$ cat config.mk
export PLATFORM = sky130hd
export DESIGN_NAME = cpgb_top
export DESIGN_NICKNAME = d
export VERILOG_FILES = /design/src/inc/cpgb_pkg.sv /design/src/core/cpgb_sync.sv /design/src/core/cpgb_top.sv
export VERILOG_INCLUDE_DIRS = /design/src /design/src/inc
export SDC_FILE = /design/constraint.sdc
export NUM_CORES = 1
export LEC_CHECK = 0
export ABC_AREA = 0
export BUFFER_PORTS_ARGS = -buffer_cell sky130_fd_sc_hd__buf_4
export CAP_MARGIN = 15
export CORE_ASPECT_RATIO = 0.6
export CORE_MARGIN = 1.5
export CORE_UTILIZATION = 35
export CTS_CLUSTER_DIAMETER = 120
export DETAILED_ROUTE_END_ITERATION = 7
export PLACE_DENSITY = 0.52
export SYNTH_ARGS = -nofsm -noshare
export SYNTH_HDL_FRONTEND = slang
export SYNTH_SLANG_ARGS = --single-unit
$ cat constraint.sdc
create_clock -name CORE_CLK_I -period 6.12 [get_ports CORE_CLK_I]
set_input_delay 0.306 -clock CORE_CLK_I [delete_from_list [all_inputs] [get_ports CORE_CLK_I]]
set_output_delay 0.306 -clock CORE_CLK_I [all_outputs]
set_load 0.05 [all_outputs]
$ cat src/inc/cpgb_defines.svh
// constants for the configuration-port gpio bank
// assumes an 8-bit i/o port cycle interface with single-cycle strobes
// Function
// - two unlock writes to index enter configuration mode
// - one lock write leaves configuration mode
// - device 7 routes E0h to E2h to gpio
// - bit 7 at 30h, device 9, enables gpio
// - direction bit one is input, zero output
// - output line data bit writable and readable
// - input line data reads pin, ignores writes
// - polarity one inverts both directions
// - polarity zero passes value unchanged
`ifndef CPGB_DEFINES_SVH
`define CPGB_DEFINES_SVH
`define CPGB_IDX_PORT    16'h002e
`define CPGB_DAT_PORT    16'h002f
`define CPGB_UNLOCK_VAL  8'h87
`define CPGB_LOCK_VAL    8'haa
`define CPGB_IDX_LDN     8'h07
`define CPGB_IDX_EN      8'h30
`define CPGB_IDX_DIR     8'he0
`define CPGB_IDX_DATA    8'he1
`define CPGB_IDX_INV     8'he2
`define CPGB_LDN_GPIO    8'h07
`define CPGB_LDN_EN      8'h09
`define CPGB_EN_BIT      7
`define CPGB_RST_LDN     8'h00
`define CPGB_RST_EN      8'h00
`define CPGB_RST_DIR     8'hff
`define CPGB_RST_DATA    8'h00
`define CPGB_RST_INV     8'h00
`define CPGB_RST_IDX     8'h00
`define CPGB_LOCKED_RD   8'hff
`define CPGB_UNMAPPED_RD 8'h00
`endif

$ cat src/inc/cpgb_pkg.sv
// types for the configuration-port gpio bank
// assumes cpgb_defines.svh is included by users needing constants
package cpgb_pkg;
  typedef enum logic [1:0] {
    CPGB_LOCKED = 2'b00,
    CPGB_HALF   = 2'b01,
    CPGB_OPEN   = 2'b10
  } cpgb_state_t;

  typedef struct packed {
    logic       wr;
    logic       rd;
    logic       idx_sel;
    logic       dat_sel;
    logic [7:0] wdata;
  } cpgb_io_req_t;
endpackage

$ cat src/core/cpgb_sync.sv
// three-stage input synchroniser with agreement filter
// assumes d_i is asynchronous to clk_i
`timescale 1ns/100ps
`default_nettype none
module cpgb_sync
  import cpgb_pkg::*;
#(
  parameter int W = 8
)
(
  input  wire logic         clk_i,
  input  wire logic         rst_n_i,
  input  wire logic         ce_i,
  input  wire logic [W-1:0] d_i,
  output logic      [W-1:0] q_o
);
  logic [W-1:0] s1_ff;
  logic [W-1:0] s2_ff;
  logic [W-1:0] s3_ff;
  logic [W-1:0] q_ff;
  logic [W-1:0] nxt_q;

  // a bit moves only once stages two and three agree
  always_comb
  begin
    nxt_q = (~(s2_ff ^ s3_ff) & s2_ff) | ((s2_ff ^ s3_ff) & q_ff);
  end

  always_ff @(posedge clk_i or negedge rst_n_i)
  begin
    if (!rst_n_i)
    begin
      s1_ff <= '0;
      s2_ff <= '0;
      s3_ff <= '0;
      q_ff  <= '0;
    end
    else if (ce_i)
    begin
      s1_ff <= d_i;
      s2_ff <= s1_ff;
      s3_ff <= s2_ff;
      q_ff  <= nxt_q;
    end
  end

  assign q_o = q_ff;
endmodule
`default_nettype wire

$ cat src/core/cpgb_top.sv
// gpio bank behind an index/data configuration port pair
// assumes one-cycle i/o read and write strobes on CORE_CLK_I
`timescale 1ns/100ps
`default_nettype none
`include "cpgb_defines.svh"
module cpgb_top
  import cpgb_pkg::*;
#(
  parameter int W = 8
)
(
  input  wire logic         CORE_CLK_I,
  input  wire logic         RESET_N_I,
  input  wire logic         CLK_EN_I,
  input  wire logic [15:0]  IO_ADDR_I,
  input  wire logic         IO_WR_I,
  input  wire logic         IO_RD_I,
  input  wire logic [7:0]   IO_WDATA_I,
  output logic      [7:0]   IO_RDATA_O,
  output logic              IO_RVALID_O,
  input  wire logic [W-1:0] GPIO_IN_I,
  output logic      [W-1:0] GPIO_OUT_O,
  output logic      [W-1:0] GPIO_OE_O
);
  function automatic logic cpgb_hit(input logic [7:0] idx,
                                    input logic [7:0] ldn,
                                    input logic [7:0] want_idx,
                                    input logic [7:0] want_ldn);
    cpgb_hit = (idx == want_idx) && (ldn == want_ldn);
  endfunction

  logic [1:0]   rst_sync_ff;
  logic         rst_n;
  cpgb_io_req_t req;
  logic         ce;
  cpgb_state_t  state_ff;
  cpgb_state_t  nxt_state;
  logic [7:0]   idx_ff;
  logic [7:0]   nxt_idx;
  logic [7:0]   ldn_ff;
  logic [7:0]   nxt_ldn;
  logic [7:0]   en_ff;
  logic [7:0]   nxt_en;
  logic [W-1:0] dir_ff;
  logic [W-1:0] nxt_dir;
  logic [W-1:0] dout_ff;
  logic [W-1:0] nxt_dout;
  logic [W-1:0] inv_ff;
  logic [W-1:0] nxt_inv;
  logic [7:0]   rdata_ff;
  logic [7:0]   nxt_rdata;
  logic         rvalid_ff;
  logic         nxt_rvalid;
  logic [W-1:0] out_ff;
  logic [W-1:0] nxt_out;
  logic [W-1:0] oe_ff;
  logic [W-1:0] nxt_oe;
  logic [W-1:0] pin_sync;
  logic [W-1:0] pin_val;
  logic [W-1:0] data_view;
  logic         open_wr;

  // reset released through two flops
  always_ff @(posedge CORE_CLK_I or negedge RESET_N_I)
  begin
    if (!RESET_N_I)
      rst_sync_ff <= 2'b00;
    else
      rst_sync_ff <= {rst_sync_ff[0], 1'b1};
  end
  assign rst_n = rst_sync_ff[1];
  assign ce    = CLK_EN_I;

  always_comb
  begin
    req.wr      = IO_WR_I;
    req.rd      = IO_RD_I;
    req.idx_sel = (IO_ADDR_I == `CPGB_IDX_PORT);
    req.dat_sel = (IO_ADDR_I == `CPGB_DAT_PORT);
    req.wdata   = IO_WDATA_I;
  end

  cpgb_sync #(
    .W (W)
  ) u_pin_sync (
    .clk_i   (CORE_CLK_I),
    .rst_n_i (rst_n),
    .ce_i    (ce),
    .d_i     (GPIO_IN_I),
    .q_o     (pin_sync)
  );

  assign pin_val   = pin_sync ^ inv_ff;
  assign data_view = (dout_ff & ~dir_ff) | (pin_val & dir_ff);
  assign open_wr   = req.wr && req.dat_sel && (state_ff == CPGB_OPEN);

  always_comb
  begin
    nxt_state  = state_ff;
    nxt_idx    = idx_ff;
    nxt_ldn    = ldn_ff;
    nxt_en     = en_ff;
    nxt_dir    = dir_ff;
    nxt_dout   = dout_ff;
    nxt_inv    = inv_ff;
    nxt_rdata  = rdata_ff;
    nxt_rvalid = 1'b0;
    // mode entry and exit on index port writes
    if (req.wr && req.idx_sel)
    begin
      case (state_ff)
        CPGB_LOCKED:
          if (req.wdata == `CPGB_UNLOCK_VAL)
            nxt_state = CPGB_HALF;
        CPGB_HALF:
          if (req.wdata == `CPGB_UNLOCK_VAL)
            nxt_state = CPGB_OPEN;
          else
            nxt_state = CPGB_LOCKED;
        CPGB_OPEN:
          if (req.wdata == `CPGB_LOCK_VAL)
            nxt_state = CPGB_LOCKED;
          else
            nxt_idx = req.wdata;
        default:
          nxt_state = CPGB_LOCKED;
      endcase
    end
    else if (req.wr && req.dat_sel && state_ff == CPGB_HALF)
      nxt_state = CPGB_LOCKED;
    // data port writes land on the selected index
    if (open_wr)
    begin
      if (idx_ff == `CPGB_IDX_LDN)
        nxt_ldn = req.wdata;
      else if (cpgb_hit(idx_ff, ldn_ff, `CPGB_IDX_EN, `CPGB_LDN_EN))
        nxt_en = req.wdata;
      else if (cpgb_hit(idx_ff, ldn_ff, `CPGB_IDX_DIR, `CPGB_LDN_GPIO))
        nxt_dir = req.wdata[W-1:0];
      else if (cpgb_hit(idx_ff, ldn_ff, `CPGB_IDX_DATA, `CPGB_LDN_GPIO))
        nxt_dout = (dout_ff & dir_ff) | (req.wdata[W-1:0] & ~dir_ff);
      else if (cpgb_hit(idx_ff, ldn_ff, `CPGB_IDX_INV, `CPGB_LDN_GPIO))
        nxt_inv = req.wdata[W-1:0];
    end
    // reads answer one cycle later
    if (req.rd && (req.idx_sel || req.dat_sel))
    begin
      nxt_rvalid = 1'b1;
      if (state_ff != CPGB_OPEN)
        nxt_rdata = `CPGB_LOCKED_RD;
      else if (req.idx_sel)
        nxt_rdata = idx_ff;
      else if (idx_ff == `CPGB_IDX_LDN)
        nxt_rdata = ldn_ff;
      else if (cpgb_hit(idx_ff, ldn_ff, `CPGB_IDX_EN, `CPGB_LDN_EN))
        nxt_rdata = en_ff;
      else if (cpgb_hit(idx_ff, ldn_ff, `CPGB_IDX_DIR, `CPGB_LDN_GPIO))
        nxt_rdata = dir_ff;
      else if (cpgb_hit(idx_ff, ldn_ff, `CPGB_IDX_DATA, `CPGB_LDN_GPIO))
        nxt_rdata = data_view;
      else if (cpgb_hit(idx_ff, ldn_ff, `CPGB_IDX_INV, `CPGB_LDN_GPIO))
        nxt_rdata = inv_ff;
      else
        nxt_rdata = `CPGB_UNMAPPED_RD;
    end
    nxt_out = dout_ff ^ inv_ff;
    nxt_oe  = ~dir_ff & {W{en_ff[`CPGB_EN_BIT]}};
  end

  always_ff @(posedge CORE_CLK_I or negedge rst_n)
  begin
    if (!rst_n)
    begin
      state_ff  <= CPGB_LOCKED;
      idx_ff    <= `CPGB_RST_IDX;
      ldn_ff    <= `CPGB_RST_LDN;
      en_ff     <= `CPGB_RST_EN;
      dir_ff    <= `CPGB_RST_DIR;
      dout_ff   <= `CPGB_RST_DATA;
      inv_ff    <= `CPGB_RST_INV;
      rdata_ff  <= `CPGB_UNMAPPED_RD;
      rvalid_ff <= 1'b0;
      out_ff    <= '0;
      oe_ff     <= '0;
    end
    else if (ce)
    begin
      state_ff  <= nxt_state;
      idx_ff    <= nxt_idx;
      ldn_ff    <= nxt_ldn;
      en_ff     <= nxt_en;
      dir_ff    <= nxt_dir;
      dout_ff   <= nxt_dout;
      inv_ff    <= nxt_inv;
      rdata_ff  <= nxt_rdata;
      rvalid_ff <= nxt_rvalid;
      out_ff    <= nxt_out;
      oe_ff     <= nxt_oe;
    end
  end

  assign IO_RDATA_O  = rdata_ff;
  assign IO_RVALID_O = rvalid_ff;
  assign GPIO_OUT_O  = out_ff;
  assign GPIO_OE_O   = oe_ff;
endmodule
`default_nettype wire

==> results of run 1 <==
[worst max-delay path: cells and delay by family, from the launching register on]
family / cells / cell delay, ns
AO/OA/AOI/OAI: 2 / 0.51
flip-flops: 1 / 0.47
AND/OR/NAND/NOR: 3 / 1.55
[metal layers]
layer,track usage [%],vias to the layer above
li1,-,1634
met1,27.2,1801
met2,24.2,108
met3,4.32,6
met4,4.09,0
met5,0,-
[power groups by stage]
stage	Clock [uW]	Sequential [uW]	Combinational (uW)
after floorplan	0	823	72.1
after global placement	0	817	131
after detailed placement	0	818	135
after CTS	598	804	136
after global routing	626	811	151
final	582	803	134
[cells in the final DEF (no fill, tap or decap), drive strengths merged, types with 2 or more instances in the layout]
| cell type | count |
|---|---|
| a21oi | 33 |
| and3 | 5 |
| dfstp | 8 |
| o22ai | 8 |
| dfrtp | 101 |
| a221oi | 8 |
| o21a | 7 |
| clkinv | 2 |
| clkbuf | 12 |
| buf | 62 |
| mux2 | 75 |
| nor3 | 6 |
| nand2b | 8 |
| nor2 | 30 |
| nand3 | 7 |
| nor4bb | 4 |
| xnor2 | 15 |
| o21ai | 9 |
| and4bb | 2 |
| mux2i | 2 |
| inv | 11 |
| o221ai | 7 |
| nor4 | 12 |
| nand3b | 8 |
| a211oi | 7 |
| nand2 | 7 |
[layout make-up]
| cell class | count | area share, % |
|---|---|---|
| tap | 192 | 4.02 |
| clock inverter | 4 | 0.796 |
| clock buffer | 12 | 4.13 |
| multi-input combinational | 274 | 36.5 |
| timing repair buffer | 63 | 7.96 |
| sequential | 109 | 45.9 |
| inverter | 11 | 0.691 |
[through the flow]
stage                     instances  instance area (um2)  util, %  hold slack (ns)  power (uW)
after floorplan                 410                 5040        -           0.0104         895
after global placement          648                 5670     41.0           0.0891         947
after detailed placement        648                 5670     41.0           0.0918         953
after CTS                       665                 5970     43.2            0.180        1540
after global routing            665                 5970     43.2            0.176        1590
final                           665                 5970     43.2            0.189        1520
[worst paths after layout]
| kind | startpoint | to | slack, ns | cells past startpoint |
|---|---|---|---|---|
| max | idx_ff[0] | IO_RDATA_O[7] | 3.49 | 5 |
| min | GPIO_IN_I[4] | u_pin_sync.s1_ff[4] | 0.19 | 2 |
| max reg2reg | idx_ff[0] | IO_RDATA_O[7] | 3.49 | 5 |
| min reg2reg | rst_sync_ff[1] | idx_ff[1] | 0.34 | 0 |
| max in group asynchronous | rst_sync_ff[1] | asynchronous set/reset pin | 4.54 | 1 |
| min in group asynchronous | RESET_N_I | rst_sync_ff[0] | 0.28 | 2 |
[logic make-up after synthesis]
logic type,after synthesis,synth area share [%]
other cells,1,0.0745
simple gates,98,12.9
mux,77,17.2
compound gates,82,10.4
flops,109,54.4
buf+inv,27,2.34
xor+xnor,16,2.78
==> impl_results.html, run 1 <==
<table>
<tr><th>Metric</th><th>Value</th></tr>
<tr><th colspan="2">Die</th></tr>
<tr><td>Vertical die dimension</td><td>95.9 um</td></tr>
<tr><td>Die area</td><td>around 15000 um2</td></tr>
<tr><td>Initial standard-cell utilization of the core</td><td>36.4%</td></tr>
<tr><td>Top-level I/O count</td><td>between 60 and 70</td></tr>
<tr><td>Standard-cell rows</td><td>33</td></tr>
<tr><td>X dimension of the die</td><td>between 150 and 200 um</td></tr>
<tr><td>Placeable core area</td><td>13800 um2</td></tr>
<tr><th colspan="2">Synth</th></tr>
<tr><td>Sequential-to-total area share from yosys stat</td><td>54.4%</td></tr>
<tr><td>Total standard cell area after synthesis</td><td>slightly above 5000 um2</td></tr>
<tr><td>Fraction of synthesis flops using an asynchronous set or reset pin</td><td>100%</td></tr>
<tr><td>Commonest cells post-synth</td><td>sky130_fd_sc_hd__dfrtp_1, sky130_fd_sc_hd__mux2_2, sky130_fd_sc_hd__a21oi_1</td></tr>
<tr><td>Cell types with the largest area share after synthesis</td><td>sky130_fd_sc_hd__dfrtp_1, sky130_fd_sc_hd__mux2_2, sky130_fd_sc_hd__dfstp_2, sky130_fd_sc_hd__a21oi_1, sky130_fd_sc_hd__xnor2_1</td></tr>
<tr><td>Synthesis warning total</td><td>0</td></tr>
<tr><td>Net Count, Synth</td><td>447</td></tr>
<tr><td>Area share of the largest cell type after synthesis</td><td>between 50% and 60%</td></tr>
<tr><td>Mean post-synth cell area</td><td>12.3 um2</td></tr>
<tr><td>Most frequent cell after synthesis</td><td>sky130_fd_sc_hd__dfrtp_1</td></tr>
<tr><td>Seq cells post-synth</td><td>109</td></tr>
<tr><td>Most used flip-flop cell after synthesis</td><td>sky130_fd_sc_hd__dfrtp_1</td></tr>
<tr><td>Count of different cell masters after synthesis</td><td>47</td></tr>
<tr><td>EDFF count, synth</td><td>0</td></tr>
<tr><td>Post-Syn Instances</td><td>410</td></tr>
<tr><td>Cell taking the most area after synthesis</td><td>sky130_fd_sc_hd__dfrtp_1</td></tr>
<tr><th colspan="2">CTS</th></tr>
<tr><td># resized after CTS</td><td>0</td></tr>
<tr><td>CTS tree</td><td>built</td></tr>
<tr><td>Number of setup buffers added after CTS</td><td>0</td></tr>
<tr><td>Clk slew on worst S/H paths</td><td>roughly 0.070 ns</td></tr>
<tr><td>Clock tree sinks</td><td>between 100 and 150</td></tr>
<tr><td>CTS root buf</td><td>sky130_fd_sc_hd__clkbuf_16</td></tr>
<tr><td>CTS buffer count</td><td>9</td></tr>
<tr><td>Quantity of hold-fixing buffers added after cts</td><td>1</td></tr>
<tr><td>Max clock buf depth</td><td>2</td></tr>
<tr><td>H-tree lvl count</td><td>3</td></tr>
<tr><td>Insertion delay to the later sink of the worst-skew pair</td><td>0.35 ns</td></tr>
<tr><th colspan="2">Routing</th></tr>
<tr><td>Via-per-instance ratio</td><td>about 5.3</td></tr>
<tr><td>1st-pass router iterations</td><td>4</td></tr>
<tr><td>M1 WL</td><td>6.40 mm</td></tr>
<tr><td>DRC violation count after routing</td><td>0</td></tr>
<tr><td>DRT Wirelength</td><td>12.2 mm</td></tr>
<tr><td>Met3 Wirelength</td><td>828 um</td></tr>
<tr><td>Routed length per instance</td><td>between 15 and 20 um</td></tr>
<tr><td>Detailed Route Iter0 Violations</td><td>176</td></tr>
<tr><td>Routed via count</td><td>between 3000 and 4000</td></tr>
<tr><td>Uppermost layer routed</td><td>met4</td></tr>
<tr><td>Total length of routed met2 wires</td><td>4.94 mm</td></tr>
<tr><td>Post-detailed-route count of antenna-violating nets</td><td>0</td></tr>
<tr><th colspan="2">Layout</th></tr>
<tr><td>Storage element area</td><td>2740 um2</td></tr>
<tr><td>Syn-to-layout area delta</td><td>18.6%</td></tr>
<tr><td>Layout filler cell count</td><td>1333</td></tr>
<tr><td>Area taken by multi-input logic gates</td><td>about 2200 um2</td></tr>
<tr><td>Share of cells above drive strength 1</td><td>37.0%</td></tr>
<tr><td>Net count reported at finish</td><td>505</td></tr>
<tr><td>Number of antenna repair diodes</td><td>0</td></tr>
<tr><th colspan="2">Pwr</th></tr>
<tr><td>Share of total power in the clock network</td><td>a little under two fifths</td></tr>
<tr><td>Switching Power</td><td>362 uW</td></tr>
<tr><td>Portion of total power attributed to combinational logic</td><td>8.8%</td></tr>
<tr><td>PD cells</td><td>254 nW/um2</td></tr>
<tr><td>Lkg Pwr</td><td>0.00259 uW</td></tr>
<tr><td>Internal power component</td><td>1160 uW</td></tr>
<tr><td>Switching part of the total power</td><td>roughly a quarter</td></tr>
<tr><td>Relative contribution of sequential cells to total power</td><td>52.8%</td></tr>
<tr><td>Peak supply drop</td><td>0.141 mV</td></tr>
<tr><th colspan="2">Timing</th></tr>
<tr><td>Slew Viols, Final</td><td>0</td></tr>
<tr><td>RSZ-0062 raised after global routing</td><td>false</td></tr>
<tr><td>Share of the clock period used by the worst path</td><td>43.0%</td></tr>
<tr><td>Setup slack after layout</td><td>3.49 ns</td></tr>
<tr><td>Final Skew</td><td>0.00765 ns</td></tr>
<tr><td>Final hold violation count</td><td>0</td></tr>
<tr><td>Post-route setup TNS</td><td>0 ns</td></tr>
<tr><td>Count of final setup violators</td><td>0</td></tr>
<tr><td>Maximum clock frequency</td><td>~0.38 GHz</td></tr>
<tr><td>Max_slew headroom</td><td>45.8%</td></tr>
<tr><td>Fin crit period</td><td>2.63 ns</td></tr>
<tr><td>Pin slew with the least headroom to its limit</td><td>just over 0.8 ns</td></tr>
<tr><th colspan="2">Critical path</th></tr>
<tr><td>Worst-path cell chain</td><td>nor3_2 &gt; nand2_2 &gt; nor3_2 &gt; a221oi_1 &gt; o31ai_1</td></tr>
<tr><td>Data arrival time of the critical path</td><td>between 2 and 3 ns</td></tr>
<tr><td>Crit-path most repeated cell</td><td>sky130_fd_sc_hd__nor3_2</td></tr>
<tr><td>Crit path max-delay cell type</td><td>sky130_fd_sc_hd__nor3_2</td></tr>
<tr><td>Largest stage delay, worst path</td><td>0.61 ns</td></tr>
<tr><td>Startpoint-to-endpoint class of the critical path</td><td>flip-flop to flip-flop</td></tr>
<tr><td>Crit. End Element</td><td>flip-flop</td></tr>
<tr><td>Required time at the endpoint of the critical path</td><td>approximately 6.4 ns</td></tr>
<tr><td>Crit start category</td><td>flip-flop</td></tr>
<tr><td>Worst-path fanout max</td><td>9</td></tr>
<tr><th colspan="2">GRT</th></tr>
<tr><td>Final global-route overflow total</td><td>0</td></tr>
<tr><td>First-pass GRT wire length</td><td>19.9 mm</td></tr>
<tr><td>Largest net degree at the start of global routing</td><td>between 70 and 80</td></tr>
<tr><td>Antenna violations before repair</td><td>0</td></tr>
<tr><td>Via count of the first global-routing pass</td><td>3516</td></tr>
<tr><td>GR Util All Layers</td><td>17.6%</td></tr>
<tr><th colspan="2">Run status</th></tr>
<tr><td>Result of the run</td><td>finished clean</td></tr>
<tr><th colspan="2">Placement</th></tr>
<tr><td>Dpl ws</td><td>3.31 ns</td></tr>
<tr><td>Routability congestion estimate</td><td>approximately 0.78</td></tr>
<tr><td>Post-detail-place hpwl</td><td>8.68 mm</td></tr>
<tr><td>Quantity of I/O buffers inserted on ports</td><td>61</td></tr>
<tr><th colspan="2">Worst hold path</th></tr>
<tr><td>Kind of path behind the tightest hold check</td><td>input port to flip-flop</td></tr>
<tr><th colspan="2">Run</th></tr>
<tr><td>Count of max-cap constraint violations</td><td>0</td></tr>
</table>
Note: power is estimated with default switching activity, not from simulation.
==> run 2: changes to the inputs <==
- ABC_AREA: 0 -> 1
- PLACE_DENSITY: 0.52 -> 0.51
- clock period: 6.12 -> 2.5 ns (I/O delays scaled with it)
==> run 2 against run 1 <==
Effect of this change:
- setup slack got worse by 3.2 ns
- largest power group unchanged
- combinational power rose by 96%
- critical path depth rose by 5
- clock skew fell by 0.0018 ns
- sequential cell count did not move
- clock power rose by 140%
- count of clock-buffer cells in the layout fell by 3
- sequential share of layout area fell by 2.4 points
- power rose by 130%
==> impl_results.html, run 2 <==
<table>
<tr><th>Metric</th><th>Value</th></tr>
<tr><th colspan="2">Synth</th></tr>
<tr><td>EDFF count, synth</td><td>0 (unchanged)</td></tr>
<tr><td>Post-Syn Instances</td><td>644 (was 410)</td></tr>
<tr><td>Seq cells post-synth</td><td>109 (unchanged)</td></tr>
<tr><td>Most used flip-flop cell after synthesis</td><td>sky130_fd_sc_hd__dfrtp_1 (unchanged)</td></tr>
<tr><td>Count of different cell masters after synthesis</td><td>39 (was 47)</td></tr>
<tr><td>Cell types with the largest area share after synthesis</td><td>sky130_fd_sc_hd__dfrtp_1, sky130_fd_sc_hd__nand2_1, sky130_fd_sc_hd__o21ai_0, sky130_fd_sc_hd__dfstp_2, sky130_fd_sc_hd__inv_1 (was sky130_fd_sc_hd__dfrtp_1, sky130_fd_sc_hd__mux2_2, sky130_fd_sc_hd__dfstp_2, sky130_fd_sc_hd__a21oi_1, sky130_fd_sc_hd__xnor2_1)</td></tr>
<tr><td>Most frequent cell after synthesis</td><td>sky130_fd_sc_hd__nand2_1 (was sky130_fd_sc_hd__dfrtp_1)</td></tr>
<tr><td>Net Count, Synth</td><td>681 (was 447)</td></tr>
<tr><td>Commonest cells post-synth</td><td>sky130_fd_sc_hd__nand2_1, sky130_fd_sc_hd__dfrtp_1, sky130_fd_sc_hd__o21ai_0 (was sky130_fd_sc_hd__dfrtp_1, sky130_fd_sc_hd__mux2_2, sky130_fd_sc_hd__a21oi_1)</td></tr>
<tr><td>Total standard cell area after synthesis</td><td>5270 um2 (was 5040 um2)</td></tr>
<tr><td>Mean post-synth cell area</td><td>8.19 um2 (was 12.3 um2)</td></tr>
<tr><td>Fraction of synthesis flops using an asynchronous set or reset pin</td><td>100% (unchanged)</td></tr>
<tr><td>Synthesis warning total</td><td>0 (unchanged)</td></tr>
<tr><td>Area share of the largest cell type after synthesis</td><td>47.9% (was 50.2%)</td></tr>
<tr><td>Cell taking the most area after synthesis</td><td>sky130_fd_sc_hd__dfrtp_1 (unchanged)</td></tr>
<tr><td>Sequential-to-total area share from yosys stat</td><td>51.9% (was 54.4%)</td></tr>
<tr><th colspan="2">CTS</th></tr>
<tr><td>CTS tree</td><td>built (unchanged)</td></tr>
<tr><td>Clk slew on worst S/H paths</td><td>0.08 ns (was 0.07 ns)</td></tr>
<tr><td>CTS buffer count</td><td>9 (unchanged)</td></tr>
<tr><td>CTS root buf</td><td>sky130_fd_sc_hd__clkbuf_16 (unchanged)</td></tr>
<tr><td>Insertion delay to the later sink of the worst-skew pair</td><td>0.35 ns (about the same)</td></tr>
<tr><td>H-tree lvl count</td><td>3 (unchanged)</td></tr>
<tr><td>Max clock buf depth</td><td>2 (unchanged)</td></tr>
<tr><td>Clock tree sinks</td><td>109 (unchanged)</td></tr>
<tr><th colspan="2">GRT</th></tr>
<tr><td>Via count of the first global-routing pass</td><td>4482 (was 3516)</td></tr>
<tr><td>Final global-route overflow total</td><td>0 (unchanged)</td></tr>
<tr><td>Largest net degree at the start of global routing</td><td>63 (was 79)</td></tr>
<tr><td>GR Util All Layers</td><td>18.9% (was 17.6%)</td></tr>
<tr><td>Antenna violations before repair</td><td>0 (unchanged)</td></tr>
<tr><td>First-pass GRT wire length</td><td>23.3 mm (was 19.9 mm)</td></tr>
<tr><th colspan="2">Layout</th></tr>
<tr><td>Net count reported at finish</td><td>750 (was 505)</td></tr>
<tr><td>Syn-to-layout area delta</td><td>19.5% (was 18.6%)</td></tr>
<tr><td>Leading cell type in the layout, fill and taps excluded</td><td>sky130_fd_sc_hd__nand2_1 (was sky130_fd_sc_hd__dfrtp_1)</td></tr>
<tr><td>Storage element area</td><td>2740 um2 (unchanged)</td></tr>
<tr><td>Top library cells by usage in the layout, fill and taps aside</td><td>sky130_fd_sc_hd__nand2_1, sky130_fd_sc_hd__dfrtp_1, sky130_fd_sc_hd__buf_4 (was sky130_fd_sc_hd__dfrtp_1, sky130_fd_sc_hd__mux2_2, sky130_fd_sc_hd__buf_4)</td></tr>
<tr><td>Area taken by multi-input logic gates</td><td>2180 um2 (about the same)</td></tr>
<tr><td>Count of placed standard cells in the final layout, fillers left out</td><td>915 (was 665)</td></tr>
<tr><td>Layout filler cell count</td><td>1449 (was 1333)</td></tr>
<tr><td>Share of cells above drive strength 1</td><td>17.4% (was 37.0%)</td></tr>
<tr><td>Number of antenna repair diodes</td><td>0 (unchanged)</td></tr>
<tr><th colspan="2">Placement</th></tr>
<tr><td>Dpl ws</td><td>0.310 ns (was 3.31 ns)</td></tr>
<tr><td>Routability congestion estimate</td><td>0.894 (was 0.784)</td></tr>
<tr><td>Post-detail-place hpwl</td><td>10.3 mm (was 8.68 mm)</td></tr>
<tr><td>Quantity of I/O buffers inserted on ports</td><td>61 (unchanged)</td></tr>
<tr><td>Number of cells in the design after placement</td><td>890 (was 648)</td></tr>
<tr><th colspan="2">Critical path</th></tr>
<tr><td>Data arrival time of the critical path</td><td>2.49 ns (was 2.88 ns)</td></tr>
<tr><td>Crit. End Element</td><td>flip-flop (unchanged)</td></tr>
<tr><td>Startpoint-to-endpoint class of the critical path</td><td>flip-flop to flip-flop (unchanged)</td></tr>
<tr><td>Crit start category</td><td>flip-flop (unchanged)</td></tr>
<tr><td>FF-to-FF setup slack</td><td>0.24 ns (was 3.49 ns)</td></tr>
<tr><td>Path depth of the worst reg2reg path</td><td>10 (was 5)</td></tr>
<tr><td>Required time at the endpoint of the critical path</td><td>2.73 ns (was 6.37 ns)</td></tr>
<tr><td>Worst R2R Start</td><td>idx_ff[3] (was idx_ff[0])</td></tr>
<tr><td>Worst-path fanout max</td><td>12 (was 9)</td></tr>
<tr><th colspan="2">Worst hold path</th></tr>
<tr><td>Min-delay src</td><td>IO_WDATA_I[2] (was GPIO_IN_I[4])</td></tr>
<tr><td>Number of cells on the worst hold path</td><td>3 (was 2)</td></tr>
<tr><td>Kind of path behind the tightest hold check</td><td>input port to flip-flop (unchanged)</td></tr>
<tr><th colspan="2">Timing</th></tr>
<tr><td>Count of final setup violators</td><td>0 (unchanged)</td></tr>
<tr><td>Maximum clock frequency</td><td>0.443 GHz (was 0.380 GHz)</td></tr>
<tr><td>Pin slew with the least headroom to its limit</td><td>0.700 ns (was 0.813 ns)</td></tr>
<tr><td>Final hold violation count</td><td>0 (unchanged)</td></tr>
<tr><td>Share of the clock period used by the worst path</td><td>90.3% (was 43.0%)</td></tr>
<tr><td>RSZ-0062 raised after global routing</td><td>false (unchanged)</td></tr>
<tr><td>Fin crit period</td><td>2.26 ns (was 2.63 ns)</td></tr>
<tr><td>Final Skew</td><td>0.00588 ns (was 0.00765 ns)</td></tr>
<tr><td>Max_slew headroom</td><td>53.3% (was 45.8%)</td></tr>
<tr><td>Slew Viols, Final</td><td>0 (unchanged)</td></tr>
<tr><td>Post-route setup TNS</td><td>0 ns (unchanged)</td></tr>
<tr><td>Setup slack after layout</td><td>0.242 ns (was 3.49 ns)</td></tr>
<tr><th colspan="2">Routing</th></tr>
<tr><td>Routed via count</td><td>4484 (was 3549)</td></tr>
<tr><td>Post-detailed-route count of antenna-violating nets</td><td>0 (unchanged)</td></tr>
<tr><td>DRT Wirelength</td><td>14.0 mm (was 12.2 mm)</td></tr>
<tr><td>Detailed Route Iter0 Violations</td><td>366 (was 176)</td></tr>
<tr><td>DRC violation count after routing</td><td>0 (unchanged)</td></tr>
<tr><td>Via-per-instance ratio</td><td>4.90 (was 5.34)</td></tr>
<tr><td>1st-pass router iterations</td><td>5 (was 4)</td></tr>
<tr><td>Routed length per instance</td><td>15.3 um (was 18.4 um)</td></tr>
<tr><th colspan="2">Die</th></tr>
<tr><td>Die area</td><td>15800 um2 (was 15100 um2)</td></tr>
<tr><td>Standard-cell rows</td><td>34 (was 33)</td></tr>
<tr><td>Initial standard-cell utilization of the core</td><td>36.1% (was 36.4%)</td></tr>
<tr><td>X dimension of the die</td><td>161 um (was 158 um)</td></tr>
<tr><td>Top-level I/O count</td><td>62 (unchanged)</td></tr>
<tr><td>Vertical die dimension</td><td>98.1 um (was 95.9 um)</td></tr>
<tr><td>Placeable core area</td><td>14600 um2 (was 13800 um2)</td></tr>
<tr><th colspan="2">Run</th></tr>
<tr><td>Count of max-cap constraint violations</td><td>0 (unchanged)</td></tr>
<tr><th colspan="2">Run status</th></tr>
<tr><td>Result of the run</td><td>finished clean (unchanged)</td></tr>
<tr><th colspan="2">Pwr</th></tr>
<tr><td>PD cells</td><td>563 nW/um2 (was 254 nW/um2)</td></tr>
<tr><td>Peak supply drop</td><td>0.342 mV (was 0.141 mV)</td></tr>
<tr><td>Lkg Pwr</td><td>0.00296 uW (was 0.00259 uW)</td></tr>
</table>
-- run 2: routing by layer --
layer / part of all wire, % / up-vias / GRT usage (%) / wire [um]
met5: 0 / - / 0 / 0
met4: 1.1 / 0 / 4.27 / 153
met3: 5.6 / 15 / 3.61 / 790
met2: 41 / 117 / 27.2 / 5690
met1: 53 / 2126 / 29.0 / 7380
li1: - / 2226 / - / -
-- run 2: how the worst max path moves through the flow --
stage,startpoint,to,cells after the start
2_1_floorplan,rst_sync_ff[1],GPIO_OE_O[0],0
3_3_place_gp,ldn_ff[4],flip-flop,8
3_5_place_dp,idx_ff[3],flip-flop,10
4_1_cts,idx_ff[3],flip-flop,10
5_1_grt,idx_ff[3],flip-flop,10
6_report,idx_ff[3],flip-flop,10
-- run 2: kinds of logic after synthesis --
logic type / synth area share (%)
simple gates: 27.2
compound gates: 12.8
flops: 51.9
buf+inv: 6.62
xor+xnor: 1.33
other cells: 0.0711
-- run 2: repair_timing --
action	CTS	global route
resized for setup	0	0
hold buffers	10	0
setup buffers	0	0
endpoints found under the hold margin	11	0
-- run 2: critical path, stage by stage, from the launching register on --
cell and delay (ns):
sky130_fd_sc_hd__dfrtp_1 0.41, sky130_fd_sc_hd__nor2_1 0.23, sky130_fd_sc_hd__nand2_1 0.16, sky130_fd_sc_hd__nor2_2 0.28
sky130_fd_sc_hd__nand2_1 0.20, sky130_fd_sc_hd__nand2_1 0.11, sky130_fd_sc_hd__nor2_1 0.05, sky130_fd_sc_hd__nand2_1 0.42
sky130_fd_sc_hd__nor2_1 0.13, sky130_fd_sc_hd__nand2_1 0.08, sky130_fd_sc_hd__o21ai_0 0.07
-- run 2: final cells by class --
| cell class | instances | area share (%) |
|---|---|---|
| Clock buffer | 9 | 3.58 |
| Sequential cell | 109 | 43.5 |
| Timing Repair Buffer | 80 | 10.1 |
| Clock inverter | 6 | 0.775 |
| Inverter | 56 | 3.36 |
| Tap cell | 198 | 3.93 |
| Multi-Input combinational cell | 457 | 34.7 |
-- run 2: where the power goes --
group | switching, uW | total (uW) | internal (uW)
clock | 690 | 1370 | 683
sequential | 70.2 | 1910 | 1840
combinational | 158 | 262 | 104
-- run 2: stage by stage --
step	power, uW	hold slack, ns	instance area, um2	util (%)
CTS	3580	0.000953	6300	43.2
global placement	2180	-0.0928	5920	40.6
finish	3540	0.00635	6300	43.2
detailed placement	2200	-0.0882	5920	40.6
global route	3700	0.0288	6300	43.2
floorplan	2070	-0.171	5270	-
